## src/ldrb_pkg.sv

```systemverilog
package ldrb_pkg;

   // register offsets
   localparam logic [3:0] ADDR_NOP = 4'h0;
   localparam logic [3:0] ADDR_DIM1 = 4'h1;
   localparam logic [3:0] ADDR_DIM2 = 4'h2;
   localparam logic [3:0] ADDR_CUR1 = 4'h3;
   localparam logic [3:0] ADDR_CUR2 = 4'h4;
   localparam logic [3:0] ADDR_SHT1 = 4'h5;
   localparam logic [3:0] ADDR_SHT2 = 4'h6;
   localparam logic [3:0] ADDR_BOOST = 4'h7;
   localparam logic [3:0] ADDR_OFFDIM = 4'h8;
   localparam logic [3:0] ADDR_OTPCTL = 4'h9;
   localparam logic [3:0] ADDR_OTPDAT = 4'ha;
   localparam logic [3:0] ADDR_CONVSEL = 4'hb;
   localparam logic [3:0] ADDR_STAT1 = 4'hc;
   localparam logic [3:0] ADDR_STAT2 = 4'hd;
   localparam logic [3:0] ADDR_RESULT = 4'he;
   localparam logic [3:0] ADDR_TESTREV = 4'hf;

   localparam logic [7:0] REG_RESET = 8'h00;
   // arbitrary neutral value
   localparam logic [7:0] SILICON_REVISION = 8'h5a;

   // field positions
   localparam int BOOST_OFF_POS = 7;
   localparam int LOCK_POS = 7;
   localparam int OTP_START_POS = 7;
   localparam int DERATE_OFF_POS = 3;

   // clock and sample timing
   localparam int CLK_MHZ = 40;
   localparam int BOOST_PERIOD_US = 17;
   localparam int BATT_PERIOD_US = 108;
   localparam int STRING_PERIOD_US = 52;
   localparam int TEMP_PERIOD_MS = 4;
   localparam int DIM_RES_US = 10;
   localparam int BOOST_CYC = BOOST_PERIOD_US * CLK_MHZ;
   localparam int BATT_CYC = BATT_PERIOD_US * CLK_MHZ;
   localparam int STRING_CYC = STRING_PERIOD_US * CLK_MHZ;
   localparam int TEMP_CYC = TEMP_PERIOD_MS * 1000 * CLK_MHZ;
   localparam int DIM_RES_CYC = DIM_RES_US * CLK_MHZ;
   localparam int DIM_MIN_HZ = 50;
   localparam int DIM_MAX_HZ = 8000;
   // dimming period ticks at the lowest input frequency
   localparam int DIM_MAX_TICKS = 1000000 / (DIM_MIN_HZ * DIM_RES_US);
   // sar conversion: one cycle per bit
   localparam int SAR_BITS = 8;
   localparam int NUM_CH = 6;

   typedef enum logic [2:0] {
      CH_BOOST = 3'h0,
      CH_BATT = 3'h1,
      CH_STR1 = 3'h2,
      CH_STR2 = 3'h3,
      CH_TEMP1 = 3'h4,
      CH_TEMP2 = 3'h5
   } ldrb_ch_t;

   typedef enum logic [1:0] {
      OTP_POINT = 2'h0,
      OTP_READ = 2'h1,
      OTP_LOAD = 2'h2,
      OTP_PROG = 2'h3
   } ldrb_otp_cmd_t;

   typedef struct packed {
      logic wr;
      logic rd;
      logic [3:0] addr;
      logic [7:0] wdata;
   } ldrb_req_t;

   typedef struct packed {
      logic boost_off_bit;
      logic [2:0] boost_freq;
      logic [3:0] boost_range;
   } ldrb_boost_t;

   typedef struct packed {
      logic [3:0] toff1_range;
      logic derating_off_bit;
      logic [2:0] dim_freq_multiplier;
   } ldrb_offdim_t;

   typedef struct packed {
      logic start;
      logic [1:0] cmd;
      logic rsvd;
      logic [3:0] addr;
   } ldrb_otpctl_t;

   typedef struct packed {
      logic tst_en;
      logic [3:0] toff2_range;
      logic [2:0] sel;
   } ldrb_convsel_t;

   typedef struct packed {
      logic otp_start;
      logic [1:0] otp_cmd;
      logic [3:0] otp_addr;
      logic [7:0] otp_data;
   } ldrb_otp_req_t;

endpackage

```

## src/ldrb_register_bank.sv

```systemverilog
// Summary of operation
// 8-bit sar converts all six channels automatically, storing results without host help.
// string voltages sampled only while string active; else old result kept.
// host reads never disturb conversions; reads see latest stored value.
// boost sampled at least every 17 us, battery every 108 us.
// strings sampled about every 52 us while active, temperatures every 4 ms.
// 3-bit select points to result: boost,battery,str1,str2,temp1,temp2; 110/111 unused.
// result register follows each newer result of the selected channel.
// booster runs fixed frequency chosen by three-bit setting.
// booster disable bit 7 of booster control stops switching.
// booster control holds disable, 3-bit frequency, 4-bit range; resets zero.
// offset 0x08 holds off-time range, derating disable, dimming frequency factor.
// offsets 0x01/0x02 hold 8-bit dimming duty per string, reset zero.
// 0x03/0x04 hold 7-bit current; bit 7 is read-only lock flag.
// otp, otp data, converter control, test registers writable only in test mode.
// 0x05/0x06 hold 8-bit short thresholds, cleared on reset.
// status registers report parity, thermal, serial error and string flags.
// 0x0f writes test command, reads revision; 0x00 is no-operation.
// dimming measured and rebuilt at 10 us resolution, 50 to 8000 Hz; dim_out passes the synchronised input on at clock resolution.
// each string has its own dimming input, constant frequency from the host.
// otp command: point, read and refresh, load for emulation, program.
// otp data read returns contents at selected otp address.
// writes to read-only fields ignored; reads show live values.
module ldrb_register_bank (
   input wire logic clk,
   input wire logic rst_n,
   input wire ldrb_pkg::ldrb_req_t req,
   output logic [7:0] rdata,
   output logic rvalid,
   input wire logic test_mode_pin,
   input wire logic [1:0] string_dim_input,
   input wire logic [1:0] string_active,
   input wire logic [7:0] sar_sample,
   input wire logic sar_cmp,
   input wire logic factory_lock_flag,
   input wire logic user_lock_flag,
   input wire logic [6:0] string1_flags,
   input wire logic [5:0] string2_thermal_flags,
   input wire logic [7:0] otp_read_data,
   output logic [2:0] mux_select,
   output logic [7:0] sar_dac,
   output logic sar_sampling,
   output logic boost_run,
   output ldrb_pkg::ldrb_boost_t boost_cfg,
   output ldrb_pkg::ldrb_offdim_t offdim_cfg,
   output logic [7:0] dim_duty1,
   output logic [7:0] dim_duty2,
   output logic [6:0] current1,
   output logic [6:0] current2,
   output logic [7:0] short_limit1,
   output logic [7:0] short_limit2,
   output logic [3:0] toff2_range,
   output ldrb_pkg::ldrb_otp_req_t otp_req,
   output logic [7:0] test_cmd,
   output logic test_cmd_stb,
   output logic [1:0] dim_out,
   output logic [15:0] dim_period1,
   output logic [15:0] dim_period2
);

   localparam int NCH = ldrb_pkg::NUM_CH;

   typedef enum logic [1:0] {
      ST_IDLE,
      ST_SAMPLE,
      ST_CONVERT,
      ST_STORE
   } ldrb_sar_st_t;

   typedef struct packed {
      logic [1:0] tst_s1;
      logic [1:0] tst_s2;
      logic [1:0] act_s1;
      logic [1:0] act_s2;
      logic [1:0] dim_s1;
      logic [1:0] dim_s2;
      logic [1:0] dim_prev;
      logic [7:0] dim1;
      logic [7:0] dim2;
      logic [6:0] cur1;
      logic [6:0] cur2;
      logic [7:0] sht1;
      logic [7:0] sht2;
      ldrb_pkg::ldrb_boost_t boost;
      ldrb_pkg::ldrb_offdim_t offdim;
      ldrb_pkg::ldrb_otpctl_t otpctl;
      logic [7:0] otpdat;
      ldrb_pkg::ldrb_convsel_t convsel;
      logic [7:0] tcmd;
      logic tcmd_stb;
      logic [7:0] rdata;
      logic rvalid;
      logic [NCH*8-1:0] results;
      logic [NCH-1:0] pending;
      logic [2:0] ch;
      ldrb_sar_st_t st;
      logic [2:0] bitn;
      logic [7:0] sar;
      logic [7:0] sample;
      logic [15:0] t_boost;
      logic [15:0] t_batt;
      logic [15:0] t_str;
      logic [17:0] t_temp;
      logic [15:0] t_dim;
      logic [31:0] dim_cnt;
      logic [31:0] dim_per;
   } ldrb_state_t;

   ldrb_state_t s_r;
   ldrb_state_t s_nxt;
   logic test_q;

   assign test_q = s_r.tst_s2[1];

   always_comb begin
      logic [7:0] rd;
      logic [2:0] pick;
      rd = 8'h00;
      pick = 3'h0;
      s_nxt = s_r;
      s_nxt.tst_s1 = {test_mode_pin, test_mode_pin};
      s_nxt.tst_s2 = s_r.tst_s1;
      s_nxt.act_s1 = string_active;
      s_nxt.act_s2 = s_r.act_s1;
      s_nxt.dim_s1 = string_dim_input;
      s_nxt.dim_s2 = s_r.dim_s1;
      s_nxt.tcmd_stb = 1'b0;
      s_nxt.rvalid = req.rd;

      // otp start is a one-shot request; a new write below wins over the clear
      if (s_r.otpctl.start) begin
         s_nxt.otpctl.start = 1'b0;
      end

      // host writes; unlisted and read-only offsets fall through
      if (req.wr) begin
         case (req.addr)
            ldrb_pkg::ADDR_DIM1: s_nxt.dim1 = req.wdata;
            ldrb_pkg::ADDR_DIM2: s_nxt.dim2 = req.wdata;
            ldrb_pkg::ADDR_CUR1: s_nxt.cur1 = req.wdata[6:0];
            ldrb_pkg::ADDR_CUR2: s_nxt.cur2 = req.wdata[6:0];
            ldrb_pkg::ADDR_SHT1: s_nxt.sht1 = req.wdata;
            ldrb_pkg::ADDR_SHT2: s_nxt.sht2 = req.wdata;
            ldrb_pkg::ADDR_BOOST: s_nxt.boost = req.wdata;
            ldrb_pkg::ADDR_OFFDIM: s_nxt.offdim = req.wdata;
            ldrb_pkg::ADDR_OTPCTL: begin
               if (test_q) begin
                  s_nxt.otpctl = req.wdata;
                  s_nxt.otpctl.rsvd = 1'b0;
               end
            end
            ldrb_pkg::ADDR_OTPDAT: begin
               if (test_q) begin
                  s_nxt.otpdat = req.wdata;
               end
            end
            ldrb_pkg::ADDR_CONVSEL: begin
               if (test_q) begin
                  s_nxt.convsel = req.wdata;
               end
            end
            ldrb_pkg::ADDR_TESTREV: begin
               if (test_q) begin
                  s_nxt.tcmd = req.wdata;
                  s_nxt.tcmd_stb = 1'b1;
               end
            end
            default: begin
            end
         endcase
      end
      // stored channel leaves the queue; a fresh expiry below wins over this clear
      if (s_r.st == ST_STORE) begin
         s_nxt.pending[s_r.ch] = 1'b0;
      end

      // scheduler: each channel marks pending when its timer expires; strings only while active
      s_nxt.t_boost = s_r.t_boost + 16'h0001;
      s_nxt.t_batt = s_r.t_batt + 16'h0001;
      s_nxt.t_str = s_r.t_str + 16'h0001;
      s_nxt.t_temp = s_r.t_temp + 18'h00001;
      // boost deadline leaves room for a full conversion
      if (s_r.t_boost >= 16'(ldrb_pkg::BOOST_CYC - 2 * ldrb_pkg::SAR_BITS)) begin
         s_nxt.t_boost = 16'h0000;
         s_nxt.pending[ldrb_pkg::CH_BOOST] = 1'b1;
      end
      if (s_r.t_batt >= 16'(ldrb_pkg::BATT_CYC - 1)) begin
         s_nxt.t_batt = 16'h0000;
         s_nxt.pending[ldrb_pkg::CH_BATT] = 1'b1;
      end
      if (s_r.t_str >= 16'(ldrb_pkg::STRING_CYC - 1)) begin
         s_nxt.t_str = 16'h0000;
         s_nxt.pending[ldrb_pkg::CH_STR1] = s_r.act_s2[0];
         s_nxt.pending[ldrb_pkg::CH_STR2] = s_r.act_s2[1];
      end
      if (s_r.t_temp >= 18'(ldrb_pkg::TEMP_CYC - 1)) begin
         s_nxt.t_temp = 18'h00000;
         s_nxt.pending[ldrb_pkg::CH_TEMP1] = 1'b1;
         s_nxt.pending[ldrb_pkg::CH_TEMP2] = 1'b1;
      end

      // sar sequencer, independent of host access
      case (s_r.st)
         ST_IDLE: begin
            for (int i = NCH - 1; i >= 0; i--) begin
               if (s_r.pending[i]) begin
                  pick = 3'(i);
               end
            end
            if (|s_r.pending) begin
               s_nxt.ch = pick;
               s_nxt.st = ST_SAMPLE;
            end
         end
         ST_SAMPLE: begin
            s_nxt.sar = 8'h80;
            s_nxt.sample = 8'h00;
            s_nxt.bitn = 3'h7;
            s_nxt.st = ST_CONVERT;
         end
         ST_CONVERT: begin
            // comparator high: keep trial bit
            s_nxt.sample = sar_cmp ? s_r.sar : s_r.sample;
            if (s_r.bitn == 3'h0) begin
               s_nxt.st = ST_STORE;
            end else begin
               s_nxt.bitn = s_r.bitn - 3'h1;
               s_nxt.sar = (sar_cmp ? s_r.sar : s_r.sample) | (8'h01 << (s_r.bitn - 3'h1));
            end
         end
         ST_STORE: begin
            // string lost its drive mid-conversion: keep old value
            if (!((s_r.ch == ldrb_pkg::CH_STR1 && !s_r.act_s2[0]) ||
                  (s_r.ch == ldrb_pkg::CH_STR2 && !s_r.act_s2[1]))) begin
               s_nxt.results[s_r.ch*8 +: 8] = s_r.sample;
            end
            s_nxt.st = ST_IDLE;
         end
         default: s_nxt.st = ST_IDLE;
      endcase

      // dimming input period measurement at 10 us ticks
      s_nxt.t_dim = s_r.t_dim + 16'h0001;
      if (s_r.t_dim >= 16'(ldrb_pkg::DIM_RES_CYC - 1)) begin
         s_nxt.t_dim = 16'h0000;
         // level kept per tick, so an edge between two ticks is still seen
         s_nxt.dim_prev = s_r.dim_s2;
         for (int k = 0; k < 2; k++) begin
            if (s_r.dim_s2[k] && !s_r.dim_prev[k]) begin
               s_nxt.dim_per[k*16 +: 16] = s_r.dim_cnt[k*16 +: 16];
               s_nxt.dim_cnt[k*16 +: 16] = 16'h0001;
            end else if (s_r.dim_cnt[k*16 +: 16] < 16'(ldrb_pkg::DIM_MAX_TICKS)) begin
               s_nxt.dim_cnt[k*16 +: 16] = s_r.dim_cnt[k*16 +: 16] + 16'h0001;
            end
         end
      end

      // read mux: live values, sampled in one cycle
      case (req.addr)
         ldrb_pkg::ADDR_DIM1: rd = s_r.dim1;
         ldrb_pkg::ADDR_DIM2: rd = s_r.dim2;
         ldrb_pkg::ADDR_CUR1: rd = {factory_lock_flag, s_r.cur1};
         ldrb_pkg::ADDR_CUR2: rd = {user_lock_flag, s_r.cur2};
         ldrb_pkg::ADDR_SHT1: rd = s_r.sht1;
         ldrb_pkg::ADDR_SHT2: rd = s_r.sht2;
         ldrb_pkg::ADDR_BOOST: rd = s_r.boost;
         ldrb_pkg::ADDR_OFFDIM: rd = s_r.offdim;
         ldrb_pkg::ADDR_OTPCTL: rd = s_r.otpctl;
         ldrb_pkg::ADDR_OTPDAT: rd = otp_read_data;
         ldrb_pkg::ADDR_CONVSEL: rd = s_r.convsel;
         ldrb_pkg::ADDR_STAT1: rd = {^string1_flags, string1_flags};
         ldrb_pkg::ADDR_STAT2: rd = {^string2_thermal_flags, string2_thermal_flags, 1'b0};
         ldrb_pkg::ADDR_RESULT: begin
            if (s_r.convsel.sel < 3'(NCH)) begin
               rd = s_r.results[s_r.convsel.sel*8 +: 8];
            end
         end
         ldrb_pkg::ADDR_TESTREV: rd = ldrb_pkg::SILICON_REVISION;
         default: rd = 8'h00;
      endcase
      if (req.rd) begin
         s_nxt.rdata = rd;
      end

      if (!rst_n) begin
         s_nxt = '0;
         s_nxt.st = ST_IDLE;
      end
   end

   always_ff @(posedge clk) begin
      s_r <= s_nxt;
   end

   assign rdata = s_r.rdata;
   assign rvalid = s_r.rvalid;
   assign mux_select = s_r.ch;
   assign sar_dac = s_r.sar;
   assign sar_sampling = (s_r.st == ST_SAMPLE);
   assign boost_run = ~s_r.boost.boost_off_bit;
   assign boost_cfg = s_r.boost;
   assign offdim_cfg = s_r.offdim;
   assign dim_duty1 = s_r.dim1;
   assign dim_duty2 = s_r.dim2;
   assign current1 = s_r.cur1;
   assign current2 = s_r.cur2;
   assign short_limit1 = s_r.sht1;
   assign short_limit2 = s_r.sht2;
   assign toff2_range = s_r.convsel.toff2_range;
   assign otp_req = {s_r.otpctl.start, s_r.otpctl.cmd, s_r.otpctl.addr, s_r.otpdat};
   assign test_cmd = s_r.tcmd;
   assign test_cmd_stb = s_r.tcmd_stb;
   assign dim_out = s_r.dim_s2;
   assign dim_period1 = s_r.dim_per[15:0];
   assign dim_period2 = s_r.dim_per[31:16];

endmodule // ldrb_register_bank

```

## config.mk

```make
export PLATFORM = sky130hd
export DESIGN_NAME = ldrb_register_bank
export DESIGN_NICKNAME = d
export VERILOG_FILES = /design/src/ldrb_pkg.sv /design/src/ldrb_register_bank.sv
export SDC_FILE = /design/constraint.sdc
export NUM_CORES = 1
export LEC_CHECK = 0
export BUFFER_PORTS_ARGS = -buffer_cell sky130_fd_sc_hd__buf_2
export CELL_PAD_IN_SITES_DETAIL_PLACEMENT = 0
export CELL_PAD_IN_SITES_GLOBAL_PLACEMENT = 1
export CORE_AREA = 2 2 188 190
export DETAILED_ROUTE_END_ITERATION = 10
export DIE_AREA = 0 0 190 192
export PLACE_DENSITY = 0.9
export SLEW_MARGIN = 20
export SYNTH_ARGS = -nofsm -noshare
export SYNTH_HDL_FRONTEND = slang
export SYNTH_SLANG_ARGS = --single-unit
```

## constraint.sdc

```tcl
create_clock -name clk -period 5.35 [get_ports clk]
set_input_delay 0.8025 -clock clk [delete_from_list [all_inputs] [get_ports clk]]
set_output_delay 0.8025 -clock clk [all_outputs]
set_load 0.03 [all_outputs]
```

Word-level counts from Yosys, hierarchy flattened
Index checks and enable logic that the tools add are counted. Widths: inputs -> output; s select.

Input port bits: 53. Output and inout port bits: 146. RAM bits: 0. Latch bits: 0. Flip-flop bits (word level): 339. ROM bits: 0. Memories: 0.

Reductions and logical operators: 49. $lt $le $gt $ge: 10. Multipliers: 0. $add $sub $neg: 9. Bitwise operators: 6. Muxes and demuxes: 27. Div/mod/pow operators: 0. Shift-type cells: 4. Equal/unequal tests: 23.

Operator list (count): $pmux 8 s15 (1); $add 16x1->16 const B (6); $mux 16 (4); $bwmux 48 (1); $shift 8x34->48 const A (1); $shiftx 48x7->8 (1); $shiftx 8x34->48 (1); $pmux 19 s2 (1); $neg 6->34 (1); $eq 4x4->1 const B (8); $lt 16x11->1 const B (2); $reduce_and 2->1 (16); $add 18x1->18 const B (1); $ge 18x18->1 const B (1); $mux 3 (6); $eq 4x3->1 const B (4); $ge 16x10->1 const B (1); $ge 16x12->1 const B (1); $ge 16x13->1 const B (1); $ge 16x9->1 const B (1); $mux 8 (2); $reduce_and 3->1 (5); $reduce_bool 2->1 (7); $mux 11 (1); other kinds (30) (54).

Longest topological paths before layout
Depth in word-level cells: 8. Depth in mapped cells: 10. Mapped depth without buffers: 8.

Worst setup path before layout
OpenSTA, ideal clock, no wires.

Path type: register to register. Start point: register s_r (netlist bit mux_select[0]). End point: register s_r[176] (netlist bit). Path slack: 2.880 ns. Period minus slack after synthesis: 2.470 ns. Data arrival time: 2.343 ns. Required time: 5.222 ns. Cell stages (with the launch flop): 9. Path buffers: 1. Cell sequence: dfxtp_1 inv_1 ha_1 ha_1 clkbuf_1 or4b_4 nor3_4 mux2i_1 nor2_1.

Word-level cells in the longest chain between the ends: 5. Elaborated cells on any way between the ends: 11.

RTL lines: start: declaration (RTL line ldrb_register_bank.sv:109) `ldrb_state_t s_r;`; start signal: assignment (RTL line ldrb_register_bank.sv:292) `s_r <= s_nxt;`; parallel branches: the longest is 5 deep, another holds $neg 6->34.

Several ways; the timed one is not identified. A chain may end at the register's enable or synchronous reset.

Worst setup path in the final report
Start point: register s_r (netlist bit mux_select[0]). End point: register s_r[213] (netlist bit).

Same word-level chain as after synthesis.

==> flow_summary_export.csv <==
group,metric,value,unit
timing,fin_crit_sh,63.53,%
grt,grt_antenna_before_repair,0,
drt,firstDrtPassIters,8,
critical_path,arrival,3760,ps
die,die_height,192,um
layout,drive_gt1_share,15.90,%
worst_hold_path,hold_end,"s_r[338]",
layout,design_area,0.01707,mm2
worst_hold_path,hold_path_depth,1,
yosys,seq_area_frac_synth,43.49,%
worst_hold_path,hold_path_class,"register to register",
timing,hold_viol,0,
placement,dp_slack,1977,ps
cts,h-tree-depth,2,
die,pin_count,199,
timing,setup_ws,1951,ps
grt,grtUsageTotal,21.27,%
worst_hold_path,hold_start,"s_r[340]",
die,coreArea,0.03429,mm2
die,initial_utilization,45.51,%
timing,finalSetupViolCount,0,
placement,gp_congestion,0.9322,
power,max-vdd-ir-drop,216.1,uV
cts,cts_tree,"built",
drt,drc_errors,0,
placement,dp.cells,2184,
grt,grt_pass1_vias,11690,
critical_path,required,5710,ps
die,rows,68,
drt,viasPerCell,5.585,
power,power.leakage,7.059,nW
critical_path,rr_worst_depth,8,
critical_path,reg2reg_slack,1950,ps
drt,num_vias,12560,
power,cellPowerDensity,334.9,mW/mm2
layout,nets,1846,
grt,grt_start_max_net_pins,107,
yosys,avgSynthCellArea,8.932,um2
cts,cts_resized,0,
cts,clk_pin_slew,60,ps
cts,root_buffer,"clkbuf_16",
cts,clock_latency,520,ps
layout,final_cell_count_no_fill,2248,
placement,dpl.hpwl,27.17,mm
placement,io_buffers,190,
critical_path,cp_max_fo,20,
timing,rsz0062_at_grt,"false",
yosys,yosys_warnings,0,
cts,hold_buffers,0,
grt,grt_overflow,0,
drt,drtIter0Drc,1148,
critical_path,path_class,"register to register",
status,status,"finished, final reports clean",
timing,fin_setup_tns,0,ps
die,dieArea,0.03648,mm2
yosys,synth_cell_types,77,
yosys,synth_cells,1747,
critical_path,setup.worst_path.end_class,"register",
yosys,synth-edff-count,0,
cts,postCtsSetupBuffers,0,
layout,antenna_cells_inserted,0,
yosys,async_flop_share,0,%
yosys,synth_area,0.01560,mm2
critical_path,critPathLaunchType,"register",
timing,drv_slew,0,
layout,utilization,49.78,%
yosys,ys.flop_type,"dfxtp_1",
timing,worst_pin_slew,1043,ps
drt,wirelength,39.64,mm
critical_path,reg2reg_from,"mux_select[0]",
cts,cts.path.max_buffers,3,
timing,min_period,3399,ps
placement,dpl_cell_area,0.01586,mm2
timing,skew,19.08,ps
drt,ant_nets,0,
yosys,synth-seq-cells,339,
grt,grt_pass1_wl,62.80,mm
critical_path,r2r-end,"s_r[213]",
job,drv_cap,0,
die,die_x,190,um
layout,syn2layout_area_growth,9.373,%
timing,max_clock_freq,294.2,MHz
drt,wl_per_cell,17.63,um
timing,slew_headroom,30.49,%
cts,numCtsBuffers,37,
cts,cts_sinks,339,
==> cells in the final DEF (no fill, tap or decap), drive strengths merged, types with 46 or more instances in the layout <==
master / n
clkbuf: 57
and3: 46
buf: 201
nand2: 92
a21oi: 105
o21ai: 110
nor2: 221
dfxtp: 339
mux2i: 134
nand3: 56
==> synthesized netlist by cell type (all sizes together), types with 4 or more instances <==
cell | instances | area share (%)
nor4 | 8 | 0.32
clkbuf | 79 | 1.9
xor2 | 31 | 1.7
a32o | 4 | 0.26
inv | 38 | 0.91
mux2 | 5 | 0.36
a31oi | 8 | 0.32
nand4 | 31 | 1.2
and2 | 16 | 0.64
dfxtp | 339 | 43
o31ai | 5 | 0.24
o21ai | 110 | 3.5
nand3 | 56 | 1.8
nand2b | 11 | 0.44
mux4 | 6 | 0.87
a221oi | 10 | 0.56
a41oi | 4 | 0.22
o211ai | 8 | 0.38
a32oi | 7 | 0.39
a221o | 4 | 0.26
ha | 25 | 2.0
nor3 | 14 | 0.59
nor2 | 221 | 5.3
o2bb2ai | 5 | 0.28
xnor2 | 28 | 1.6
o21a | 4 | 0.19
nor2b | 19 | 0.76
or4 | 5 | 0.24
o22ai | 6 | 0.24
and3 | 46 | 1.8
mux2i | 134 | 8.6
or3 | 12 | 0.51
a21oi | 105 | 3.4
a211oi | 7 | 0.34
a22oi | 22 | 1.1
a211o | 4 | 0.22
nand2 | 92 | 2.2
nand3b | 4 | 0.19
buf | 159 | 7.4
a22o | 8 | 0.45
==> stage by stage <==
stage	hold WS (ps)	power, mW
2_1_floorplan	411.9	3.085
3_3_place_gp	414.2	3.215
3_5_place_dp	417.9	3.228
4_1_cts	431.8	5.758
5_1_grt	440.8	5.942
6_report	419.4	5.715
==> worst max path at each step <==
stage	from	to	slack, ps	depth (start not counted)
global route	mux_select[0]	s_r[203]	1640	7
CTS	mux_select[0]	s_r[213]	1990	8
floorplan	mux_select[0]	s_r[176]	2880	8
finish	mux_select[0]	s_r[213]	1950	8
detailed placement	req[10]	short_limit1[5]	1980	6
global placement	req[10]	short_limit1[1]	1990	6
==> report_power, final <==
| part | internal (mW) | switching [mW] |
|---|---|---|
| combinational | 0.175 | 0.392 |
| clock | 1.53 | 1.00 |
| sequential | 2.58 | 0.0443 |
==> cells by family after synthesis <==
family	Yosys count	synth area share, %
XOR/XNOR	60	3.456
multiplexers	145	9.822
adder cells (fa/ha/maj)	25	2.004
buffers and inverters	277	10.20
AND/OR/NAND/NOR	553	17.17
AO/OA/AOI/OAI	347	13.84
other	1	0.02403
flip-flops	339	43.49
==> area by class of cell <==
class	instances	area (um2)
clock buffer	57	1114
clock inverter	7	88.84
fill	3232	17220
inverter	39	151.4
multi-input combinational	1150	7312
sequential	339	6787
tap	455	569.3
timing repair buffer	201	1046
==> critical path: stages (launching register included) <==
cell and delay (ps):
dfxtp_1 730, inv_1 170, ha_1 250, ha_1 650, nor2b_1 240, o211ai_1 130, nor3_2 740, mux2i_1 280
nor2_1 60
==> state kept, by name, indices dropped and copies added (netlist names), 15 cells and up <==
name and cells:
s_r 195, dim_period2 16, otp_req 15, dim_period1 16
==> routing by layer <==
| layer | track usage [%] | part of all wire, % |
|---|---|---|
| met4 | 8.050 | 3.5 |
| met5 | 0 | 0 |
| met1 | 27.72 | 42 |
| met2 | 34.71 | 46 |
| met3 | 4.349 | 8.3 |
(Power assumes the default switching activity.)
